[src/design/capability_brownout_pkg.sv]
// Register map, field layout and constants of the capability and brown-out block
package capability_brownout_pkg;

    localparam int unsigned ADDR_W = 12;
    localparam int unsigned DATA_W = 32;

    // Register byte offsets
    localparam logic [11:0] OFS_CAP_TWO    = 12'h014;
    localparam logic [11:0] OFS_CAP_THREE  = 12'h018;
    localparam logic [11:0] OFS_CAP_FOUR   = 12'h01c;
    localparam logic [11:0] OFS_BOR_CTRL   = 12'h030;
    localparam logic [11:0] OFS_BOR_ENABLE = 12'h100;
    localparam logic [11:0] OFS_IRQ_STATUS = 12'h104;
    localparam logic [11:0] OFS_IRQ_MASK   = 12'h108;
    localparam logic [11:0] OFS_FILT_STATE = 12'h10c;

    // Fixed capability words; reserved positions read as zero
    localparam logic [31:0] CAP_TWO_VAL   = 32'h0107_0013;
    localparam logic [31:0] CAP_THREE_VAL = 32'h3f0f_01c3;
    localparam logic [31:0] CAP_FOUR_VAL  = 32'h0000_001f;

    // Brown-out control word layout
    localparam int unsigned WAIT_LSB   = 2;
    localparam int unsigned WAIT_MSB   = 15;
    localparam int unsigned WAIT_W     = 14;
    localparam int unsigned SEL_BIT    = 1;
    localparam int unsigned FILT_BIT   = 0;
    localparam int unsigned CTRL_W     = 16;
    localparam logic [13:0] WAIT_RST   = 14'h1fff;
    localparam logic        SEL_RST    = 1'b0;
    localparam logic        FILT_RST   = 1'b1;
    localparam logic        REPORT_RST = 1'b1;

    // Interrupt status and mask layout
    localparam int unsigned IRQ_W          = 2;
    localparam int unsigned IRQ_BOR_BIT    = 0;
    localparam int unsigned IRQ_NOISE_BIT  = 1;
    localparam logic [1:0]  IRQ_MASK_RST   = 2'h0;

    // Filter states, Gray along idle -> wait
    typedef enum logic [1:0] {
        FILT_IDLE = 2'b00,
        FILT_WAIT = 2'b01
    } filt_state_e;

endpackage

[src/design/capability_and_brownout_ctrl.sv]
// APB register bank with capability words and brown-out signalling control
//
// Notes on behaviour
// - Second capability word flags comparator, timers, serials
// - Reserved bits read zero, writes ignored
// - Third word bits 29:24 flag capture pins
// - Third word flags converter, comparator, pulse pins
// - Fourth word bits 4:0 flag five ports
// - Capability words are fixed and read-only
// - Wait field 15:2 resets to 0x1fff
// - Select bit one: reset; zero: interrupt
// - Filter on: wait, resample, then signal
// - Resample deasserted means noise: no brown-out event, noise status bit set
// - Filter off: report assertion at once
// - Wait counter counts beyond ten thousand
`timescale 1ns/1ps
`default_nettype none
module capability_and_brownout_ctrl (
    // APB clock and reset
    input  wire logic        pclk,
    input  wire logic        presetn,
    // APB request
    input  wire logic        psel,
    input  wire logic        penable,
    input  wire logic        pwrite,
    input  wire logic [11:0] paddr,
    input  wire logic [31:0] pwdata,
    // APB answer
    output logic [31:0]      prdata,
    output logic             pready,
    output logic             pslverr,
    // Brown-out detector and oscillator period tick
    input  wire logic        brownout_detector,
    input  wire logic        internal_oscillator_tick,
    // Signalling to the controller
    output logic             brownout_reset_req,
    output logic             brownout_irq
);
    logic [31:0] prdata_r;
    logic        pready_r;
    logic        pslverr_r;
    logic        reset_req_r;
    logic        irq_r;

    logic [13:0] brownout_wait_count_r;
    logic        brownout_signal_select_r;
    logic        brownout_filter_enable_r;
    logic        report_enable_r;
    logic [1:0]  irq_status_r;
    logic [1:0]  irq_status_nxt;
    logic [1:0]  irq_mask_r;

    logic        access;
    logic        done;
    logic        wr_done;
    logic        rd_done;
    logic        hit;
    logic [31:0] rd_value;
    logic [1:0]  irq_set;
    logic [1:0]  irq_clr;

    logic        detector_level;
    logic        confirm;
    logic        noise;
    logic        filt_busy;

    level_sync u_det_sync (
        .pclk     (pclk),
        .presetn  (presetn),
        .async_in (brownout_detector),
        .sync_out (detector_level)
    );

    brownout_filter u_filter (
        .pclk           (pclk),
        .presetn        (presetn),
        .report_enable  (report_enable_r),
        .filter_enable  (brownout_filter_enable_r),
        .wait_count     (brownout_wait_count_r),
        .detector_level (detector_level),
        .osc_tick       (internal_oscillator_tick),
        .confirm        (confirm),
        .noise          (noise),
        .busy           (filt_busy)
    );

    // One wait state: data is prepared before pready rises
    assign access  = psel & penable;
    assign done    = access & pready_r;
    assign wr_done = done & pwrite;
    assign rd_done = done & ~pwrite;

    always_comb begin
        hit      = 1'b1;
        rd_value = 32'h0;
        case (paddr)
            capability_brownout_pkg::OFS_CAP_TWO: begin
                rd_value = capability_brownout_pkg::CAP_TWO_VAL;
            end
            capability_brownout_pkg::OFS_CAP_THREE: begin
                rd_value = capability_brownout_pkg::CAP_THREE_VAL;
            end
            capability_brownout_pkg::OFS_CAP_FOUR: begin
                rd_value = capability_brownout_pkg::CAP_FOUR_VAL;
            end
            capability_brownout_pkg::OFS_BOR_CTRL: begin
                rd_value[15:2] = brownout_wait_count_r;
                rd_value[1]    = brownout_signal_select_r;
                rd_value[0]    = brownout_filter_enable_r;
            end
            capability_brownout_pkg::OFS_BOR_ENABLE: begin
                rd_value[0] = report_enable_r;
            end
            capability_brownout_pkg::OFS_IRQ_STATUS: begin
                rd_value[1:0] = irq_status_r;
            end
            capability_brownout_pkg::OFS_IRQ_MASK: begin
                rd_value[1:0] = irq_mask_r;
            end
            capability_brownout_pkg::OFS_FILT_STATE: begin
                rd_value[1] = detector_level;
                rd_value[0] = filt_busy;
            end
            default: begin
                hit = 1'b0;
            end
        endcase
    end

    // APB handshake
    always_ff @(posedge pclk or negedge presetn) begin
        if (!presetn) begin
            pready_r  <= 1'b0;
            pslverr_r <= 1'b0;
            prdata_r  <= 32'h0;
        end else begin
            if (access && !pready_r) begin
                pready_r  <= 1'b1;
                pslverr_r <= ~hit;
                prdata_r  <= pwrite ? 32'h0 : rd_value;
            end else begin
                pready_r  <= 1'b0;
                pslverr_r <= 1'b0;
                prdata_r  <= 32'h0;
            end
        end
    end

    // Brown-out control word; capability offsets take no write
    always_ff @(posedge pclk or negedge presetn) begin
        if (!presetn) begin
            brownout_wait_count_r    <= capability_brownout_pkg::WAIT_RST;
            brownout_signal_select_r <= capability_brownout_pkg::SEL_RST;
            brownout_filter_enable_r <= capability_brownout_pkg::FILT_RST;
        end else if (wr_done &&
                     paddr == capability_brownout_pkg::OFS_BOR_CTRL) begin
            brownout_wait_count_r    <= pwdata[15:2];
            brownout_signal_select_r <= pwdata[1];
            brownout_filter_enable_r <= pwdata[0];
        end
    end

    always_ff @(posedge pclk or negedge presetn) begin
        if (!presetn) begin
            report_enable_r <= capability_brownout_pkg::REPORT_RST;
        end else if (wr_done &&
                     paddr == capability_brownout_pkg::OFS_BOR_ENABLE) begin
            report_enable_r <= pwdata[0];
        end
    end

    always_ff @(posedge pclk or negedge presetn) begin
        if (!presetn) begin
            irq_mask_r <= capability_brownout_pkg::IRQ_MASK_RST;
        end else if (wr_done &&
                     paddr == capability_brownout_pkg::OFS_IRQ_MASK) begin
            irq_mask_r <= pwdata[1:0];
        end
    end

    // Sticky events; a set in the clearing read's cycle survives
    assign irq_set[capability_brownout_pkg::IRQ_BOR_BIT] =
        confirm & ~brownout_signal_select_r;
    assign irq_set[capability_brownout_pkg::IRQ_NOISE_BIT] = noise;
    assign irq_clr = (rd_done &&
                      paddr == capability_brownout_pkg::OFS_IRQ_STATUS) ?
                     2'h3 : 2'h0;
    assign irq_status_nxt = (irq_status_r & ~irq_clr) | irq_set;

    always_ff @(posedge pclk or negedge presetn) begin
        if (!presetn) begin
            irq_status_r <= 2'h0;
            irq_r        <= 1'b0;
        end else begin
            irq_status_r <= irq_status_nxt;
            irq_r        <= |(irq_status_nxt & irq_mask_r);
        end
    end

    always_ff @(posedge pclk or negedge presetn) begin
        if (!presetn) begin
            reset_req_r <= 1'b0;
        end else begin
            reset_req_r <= confirm & brownout_signal_select_r;
        end
    end

    assign prdata             = prdata_r;
    assign pready             = pready_r;
    assign pslverr            = pslverr_r;
    assign brownout_reset_req = reset_req_r;
    assign brownout_irq       = irq_r;
endmodule
`default_nettype wire

[src/design/level_sync.sv]
// Two flip-flop synchroniser for a single level
`timescale 1ns/1ps
`default_nettype none
module level_sync (
    // Clock and reset
    input  wire logic pclk,
    input  wire logic presetn,
    // Level
    input  wire logic async_in,
    output logic      sync_out
);
    logic meta_r;
    logic sync_r;

    always_ff @(posedge pclk or negedge presetn) begin
        if (!presetn) begin
            meta_r <= 1'b0;
            sync_r <= 1'b0;
        end else begin
            meta_r <= async_in;
            sync_r <= meta_r;
        end
    end

    assign sync_out = sync_r;
endmodule
`default_nettype wire

[src/design/brownout_filter.sv]
// Brown-out wait-and-resample filter counting oscillator periods
`timescale 1ns/1ps
`default_nettype none
module brownout_filter (
    // Clock and reset
    input  wire logic        pclk,
    input  wire logic        presetn,
    // Settings
    input  wire logic        report_enable,
    input  wire logic        filter_enable,
    input  wire logic [13:0] wait_count,
    // Detector and oscillator period tick
    input  wire logic        detector_level,
    input  wire logic        osc_tick,
    // Results
    output logic             confirm,
    output logic             noise,
    output logic             busy
);
    capability_brownout_pkg::filt_state_e state_r;
    logic [13:0] cnt_r;
    logic        level_d_r;
    logic        rise;
    logic        confirm_r;
    logic        noise_r;

    assign rise = detector_level & ~level_d_r;

    always_ff @(posedge pclk or negedge presetn) begin
        if (!presetn) begin
            level_d_r <= 1'b0;
        end else begin
            level_d_r <= detector_level;
        end
    end

    // Further rises are ignored while a wait runs
    always_ff @(posedge pclk or negedge presetn) begin
        if (!presetn) begin
            state_r   <= capability_brownout_pkg::FILT_IDLE;
            cnt_r     <= 14'h0;
            confirm_r <= 1'b0;
            noise_r   <= 1'b0;
        end else begin
            confirm_r <= 1'b0;
            noise_r   <= 1'b0;
            case (state_r)
                capability_brownout_pkg::FILT_IDLE: begin
                    if (rise && report_enable) begin
                        if (filter_enable) begin
                            state_r <= capability_brownout_pkg::FILT_WAIT;
                            cnt_r   <= wait_count;
                        end else begin
                            confirm_r <= 1'b1;
                        end
                    end
                end
                capability_brownout_pkg::FILT_WAIT: begin
                    if (osc_tick) begin
                        if (cnt_r <= 14'h1) begin
                            state_r   <= capability_brownout_pkg::FILT_IDLE;
                            confirm_r <= detector_level;
                            noise_r   <= ~detector_level;
                        end else begin
                            cnt_r <= cnt_r - 14'h1;
                        end
                    end
                end
                default: begin
                    state_r <= capability_brownout_pkg::FILT_IDLE;
                end
            endcase
        end
    end

    assign confirm = confirm_r;
    assign noise   = noise_r;
    assign busy    = (state_r == capability_brownout_pkg::FILT_WAIT);
endmodule
`default_nettype wire

[config.mk]
export PLATFORM = sky130hd
export DESIGN_NAME = capability_and_brownout_ctrl
export DESIGN_NICKNAME = d
export VERILOG_FILES = /design/src/design/capability_brownout_pkg.sv /design/src/design/capability_and_brownout_ctrl.sv /design/src/design/level_sync.sv /design/src/design/brownout_filter.sv
export SDC_FILE = /design/constraint.sdc
export NUM_CORES = 1
export LEC_CHECK = 0
export BUFFER_PORTS_ARGS = -buffer_cell sky130_fd_sc_hd__buf_2
export CAP_MARGIN = 20
export CORE_UTILIZATION = 52
export DETAILED_ROUTE_END_ITERATION = 6
export GPL_TIMING_DRIVEN = 0
export PLACE_DENSITY = 0.77
export SETUP_SLACK_MARGIN = 0.05
export SLEW_MARGIN = 20
export SYNTH_ARGS = -nofsm -noshare
export SYNTH_HDL_FRONTEND = slang
export SYNTH_SLANG_ARGS = --single-unit
[constraint.sdc]
create_clock -name pclk -period 2.7 [get_ports pclk]
set_input_delay 0.54 -clock pclk [delete_from_list [all_inputs] [get_ports pclk]]
set_output_delay 0.54 -clock pclk [all_outputs]
set_load 0.005 [all_outputs]
## Yosys cells after proc, flatten, opt, wreduce, memory -nomap -nowiden

Index checks and enable logic that the tools add are counted.

| word-level totals | value |
|---|---|
| register bits after elaboration | 78 |
| bits in latches | 0 |
| bits in writable memories | 0 |
| ROM bits | 0 |
| input bits | 51 |
| output and inout port bits | 36 |
| memories kept | 0 |

| cells by class | value |
|---|---|
| $add $sub $neg | 1 |
| multipliers | 0 |
| div/mod/pow operators | 0 |
| magnitude comparators | 1 |
| equality and inequality tests | 14 |
| shift-type cells | 0 |
| mux-type cells | 28 |
| bitwise logic cells | 16 |
| reductions and logical operators | 14 |

Operators by type and width:

| kind | count |
|---|---|
| two-way mux 32 bit | 2 |
| two-way mux 14 bit | 4 |
| one-hot mux 14 bit (2 select lines) | 2 |
| one-hot mux 14 bit (4 select lines) | 1 |
| equality test 12 x 9 -> 1 bit (second input constant) | 4 |
| equality test 12 x 5 -> 1 bit (second input constant) | 3 |
| <= comparator 14 x 1 -> 1 bit (second input constant) | 1 |
| subtractor 14 x 1 -> 14 bit (second input constant) | 1 |
| equality test 12 x 6 -> 1 bit (second input constant) | 1 |
| two-way mux 1 bit | 10 |
| two-way mux 2 bit | 5 |
| OR reduction 8 bit | 1 |
| bitwise AND 1 bit | 7 |
| logical AND 1 bit | 6 |
| inequality test 2 bit (second input constant) | 3 |
| one-hot mux 1 bit (6 select lines) | 1 |
| inverter 1 bit | 5 |
| one-hot mux 1 bit (5 select lines) | 1 |
| AND reduction 5 bit | 1 |
| bitwise AND 2 bit | 2 |
| inequality test 2 x 1 -> 1 bit (second input constant) | 2 |
| one-hot mux 2 bit (2 select lines) | 1 |
| AND reduction 4 bit | 1 |
| OR reduction 3 bit | 1 |
| 8 further kinds | 8 |

## Logic depth before layout (Yosys ltp)

| depth | value |
|---|---|
| depth after elaboration | 10 |
| mapped depth | 8 |
| gate-level depth less buffers | 7 |

## Modules after synthesis

Synthesis repeated with hierarchy kept, for this count alone.

| second synthesis, totals | value |
|---|---|
| cell total of the unflattened synthesis | 277 |
| area total of the unflattened synthesis | 3150.5 µm² |

Modules (own cells, without submodules):

| module | times used | cells each | area an instance (µm²) | seq. area each (µm²) |
|---|---|---|---|---|
| capability_and_brownout_ctrl | 1 | 156 | 1955.6 | 1094.8 |
| brownout_filter | 1 | 119 | 1144.8 | 450.4 |
| level_sync | 1 | 2 | 50.0 | 50.0 |

## Worst setup path after synthesis

OpenSTA, ideal clock, no wires.

| timing path | value |
|---|---|
| path kind | input -> register |
| start point | input paddr[0] |
| end point | register brownout_wait_count_r[0] |
| arrival | 2.114 ns |
| slack | 0.504 ns |
| stages | 6 |
| path buffers | 1 |
| path through | or4_1 > nor2_1 > nand3_1 > nor2_2 > buf_6 > mux2_2 |

| between the ends | value |
|---|---|
| longest elaborated chain between the ends | 2 |

RTL lines:

| element | line | source |
|---|---|---|
| from (decl) | capability_and_brownout_ctrl.sv:26 | `input wire logic [11:0] paddr,` |
| equality test 12 x 6 -> 1 bit | capability_and_brownout_ctrl.sv:156 | `paddr == capability_brownout_pkg::OFS_BOR_CTRL) begin` |
| logical AND 1 bit | capability_and_brownout_ctrl.sv:155 | `end else if (wr_done &&` |
| to (signal assigned) | capability_and_brownout_ctrl.sv:152 | `brownout_wait_count_r <= capability_brownout_pkg::WAIT_RST;` |
| to (signal assigned) | capability_and_brownout_ctrl.sv:157 | `brownout_wait_count_r <= pwdata[15:2];` |
| to (decl) | capability_and_brownout_ctrl.sv:45 | `logic [13:0] brownout_wait_count_r;` |

No other way between the ends.
A chain may end at the register's enable or synchronous reset.

## Worst setup path after layout

| timing path | value |
|---|---|
| start point | register u_filter.cnt_r[0] |
| end point | register u_filter.cnt_r[8] |

| between the ends | value |
|---|---|
| longest elaborated chain between the ends | 4 |
| elaborated cells between the ends (all ways) | 7 |
| classes of those cells | add/sub (1); order compare (1); eq/ne (1); mux (3); reduce/logical (1) |

RTL lines:

| element | line | source |
|---|---|---|
| from (decl) | brownout_filter.sv:21 | `logic [13:0] cnt_r;` |
| from (signal assigned) | brownout_filter.sv:52 | `cnt_r <= wait_count;` |
| from (signal assigned) | brownout_filter.sv:65 | `cnt_r <= cnt_r - 14'h1;` |
| subtractor 14 x 1 -> 14 bit | brownout_filter.sv:65 |  |
| two-way mux 14 bit | brownout_filter.sv:60 | `if (cnt_r <= 14'h1) begin` |
| two-way mux 14 bit | brownout_filter.sv:59 | `if (osc_tick) begin` |
| one-hot mux 14 bit (2 select lines) | brownout_filter.sv:47 | `case (state_r)` |

Several ways; a longest one is shown, not always the timed one. The select of a mux whose other input is x is not followed.

==> results by group <==
Global route
  • First-pass GRT wire length: 10.89 mm
  • Initial antenna violation count: 0
  • Largest net degree at the start of global routing: 64
  • GR Overflow Total: 0
  • Overall global routing resource usage: 0.2279
  • Vias in the first global route: 2353

Synthesis
  • Ys flop type: dfrtp_1
  • Synth warnings: 0
  • Ranking of synthesized cells by area: dfrtp_1 38%, dfstp_2 12%, mux2_2 7.1%
  • Post-synth EDFFs: 0
  • Synth cell types: 64
  • Flops & latches, synth: 63
  • Post-synth top area cell: dfrtp_1
  • Area share of the largest cell type after synthesis: 0.3803
  • FFs w/ async S/R, synth: 1.000
  • Post-synthesis sequential area ratio: 0.5052
  • Synth Cell Area: 3158 um^2
  • Synth Instances: 292
  • Syn avg cell area: 10.82 um^2

Clock network
  • Clock sinks: 63
  • CTS tree: done
  • H-tree level count: 3
  • # hold bufs at CTS: 0
  • Clock latency on the worst-skew pair: 0.34 ns
  • Clock root cell: clkbuf_8
  • Postcts setup bufs: 0
  • Num CTS Buffers: 9
  • Clock Path Buffers: 2
  • Reg clk slew, reported paths: 0.07 ns
  • Gates resized, CTS repair: 0

Placed design
  • Number of I/O port buffers: 64
  • Pre-CTS setup slack: 0.04807 ns
  • Detailed placer's ending HPWL: 4.752 mm
  • Post-placement cell area: 3593 um^2
  • GPL Wtd Cong: 0.9701

Floorplanning
  • Core Footprint: 5886 um^2
  • Die X: 79.93 um
  • Die area: 6389 um^2
  • IO Pins: 87
  • Starting Density: 0.5366
  • FP Rows: 28
  • Die height: 79.93 um

STA
  • Worst-Margin Slew: 0.7613 ns
  • Final worst slack: 0.4047 ns
  • Worst Clk Skew: 0.008419 ns
  • # setup viols final: 0
  • Slew HR: 0.4925
  • Final hold vios: 0
  • Fmax: 435.7 MHz
  • Max-slew violations: 0
  • RSZ-0062 raised after global routing: no
  • Total negative slack: 0 ns
  • Post-route minimum period: 2.295 ns
  • Crit share post-route: 0.8501
  • Hold_ws: 0.2772 ns

Critical path
  • Critical path class: reg -> reg
  • CP required: 2.93 ns
  • CP Max Fanout: 5
  • Worst Setup Start Kind: flip-flop
  • Critical path capture point type: flip-flop
  • Worst reg2reg setup slack: 0.40 ns
  • Worst EP arrival: 2.52 ns
  • Worst R2R Path Depth: 7
  • Worst r2r src: u_filter.cnt_r[0]$_DFFE_PN0P_
  • RR Endpoint: u_filter.cnt_r[8]$_DFFE_PN0P_

Detailed routing
  • Vias: 2483
  • Drt drc: 2
  • Pre-antenna DRT Iters: 6
  • Antenna viol nets, final: 0
  • DRT Wirelength: 6.636 mm
  • Initial DRC Count: 190
  • Vias per Instance: 5.493
  • Detailed-route wire length per cell: 14.68 um

Final layout
  • Commonest non-fill, non-tap cell in the layout: buf_2
  • Layout cells sized above 1: 0.3926
  • Fill cells: 511
  • Final antenna diode count: 0
  • Most frequent cells in the layout: 64 x buf_2, 48 x dfrtp_1, 23 x nand2_1
  • Final nets: 425
  • Fin area: 3769 um^2
  • Area delta synth->final: 19.33%

Run
  • Max-cap violations: 0

Outcome
  • Failing checks: DRC
  • Status: finished, violations left

Worst hold path
  • Hold Path Class: in -> async

Power
  • Peak VDD IR: 0.0003707 V
  • Static Leakage: 1.802 nW
  • Total power: 1.790 mW
  • P per Cell Area: 474.9 nW/um^2
cell type report:
| cell class | instances | area [um^2] | share of cell area |
|---|---|---|---|
| Sequential cell | 63 | 1595 | 0.4233 |
| Multi-Input combinational cell | 196 | 1363 | 0.3616 |
| Timing Repair Buffer | 64 | 322.8 | 0.08566 |
| Buffer | 28 | 181.4 | 0.04814 |
| Clock buffer | 12 | 155.1 | 0.04117 |
| Tap cell | 75 | 93.84 | 0.02490 |
| Inverter | 10 | 37.54 | 0.009960 |
| Clock inverter | 4 | 20.02 | 0.005312 |
power breakdown:
part	internal [mW]	switching [mW]	total, mW
combinational	0.0454	0.0604	0.106
sequential	0.953	0.00676	0.960
clock	0.377	0.347	0.724
cells by family after synthesis:
family / share of synthesized area
and+or+nand+nor: 0.1894
muxes: 0.08796
other: 0.001187
adders and majority gates: 0.007923
AOI/OAI and AO/OA: 0.1363
xor gates and xnor gates: 0.002774
buffers and inverters: 0.06933
DFF: 0.5052
worst max-delay path, stage by stage, from the launching register on:
cell	delay [ns]
dfrtp_1	0.42
inv_1	0.07
ha_1	0.22
or4b_1	0.51
or2_2	0.35
nor3_1	0.38
a32o_1	0.19
a21oi_1	0.04
Yosys cell counts (4+ instances only):
cell and count:
nor3_1 7, o21ai_0 11, and2_1 10, nor2_1 14, or3_1 4, dfrtp_1 48, nand2_1 23, clkbuf_1 10
or4_1 4, dfstp_2 15, nand3_1 8, a21o_1 5, inv_1 10, mux2_2 20, a21oi_1 11, buf_4 14
stage by stage:
step / utilization / std cells
after CTS: 0.6403 / 452
after global routing: 0.6403 / 452
after floorplan: - / 297
after global placement: 0.6101 / 436
final: 0.6403 / 452
after detailed placement: 0.6105 / 436
flip-flops by register name (all words and copies together), names as in the netlist, 2 cells and up:
name,flops
irq_status_r,2
prdata,18
irq_mask_r,2
brownout_wait_count_r,14
u_filter.cnt_r,14
layer usage:
layer  routed length [um]  vias to the layer above  GRT usage
li1                     -                     1199          -
met1                 3008                     1204     0.3040
met2                 3190                       74     0.3556
met3                  384                        6    0.05600
met4                   54                        0    0.09107
met5                    0                        -          0
worst max-delay path by stage:
stage / cells past startpoint / start / to
finish: 7 / u_filter.cnt_r[0]$_DFFE_PN0P_ / u_filter.cnt_r[8]$_DFFE_PN0P_
global route: 7 / u_filter.state_r[0]$_DFFE_PN0P_ / u_filter.cnt_r[12]$_DFFE_PN0P_
CTS: 6 / paddr[0] / prdata[1]$_DFF_PN0_
detailed placement: 6 / paddr[0] / prdata[1]$_DFF_PN0_
global placement: 6 / paddr[0] / prdata[1]$_DFF_PN0_
floorplan: 6 / paddr[0] / brownout_wait_count_r[0]$_DFFE_PN1P_
No activity file was read; power rests on OpenSTA's default activity.
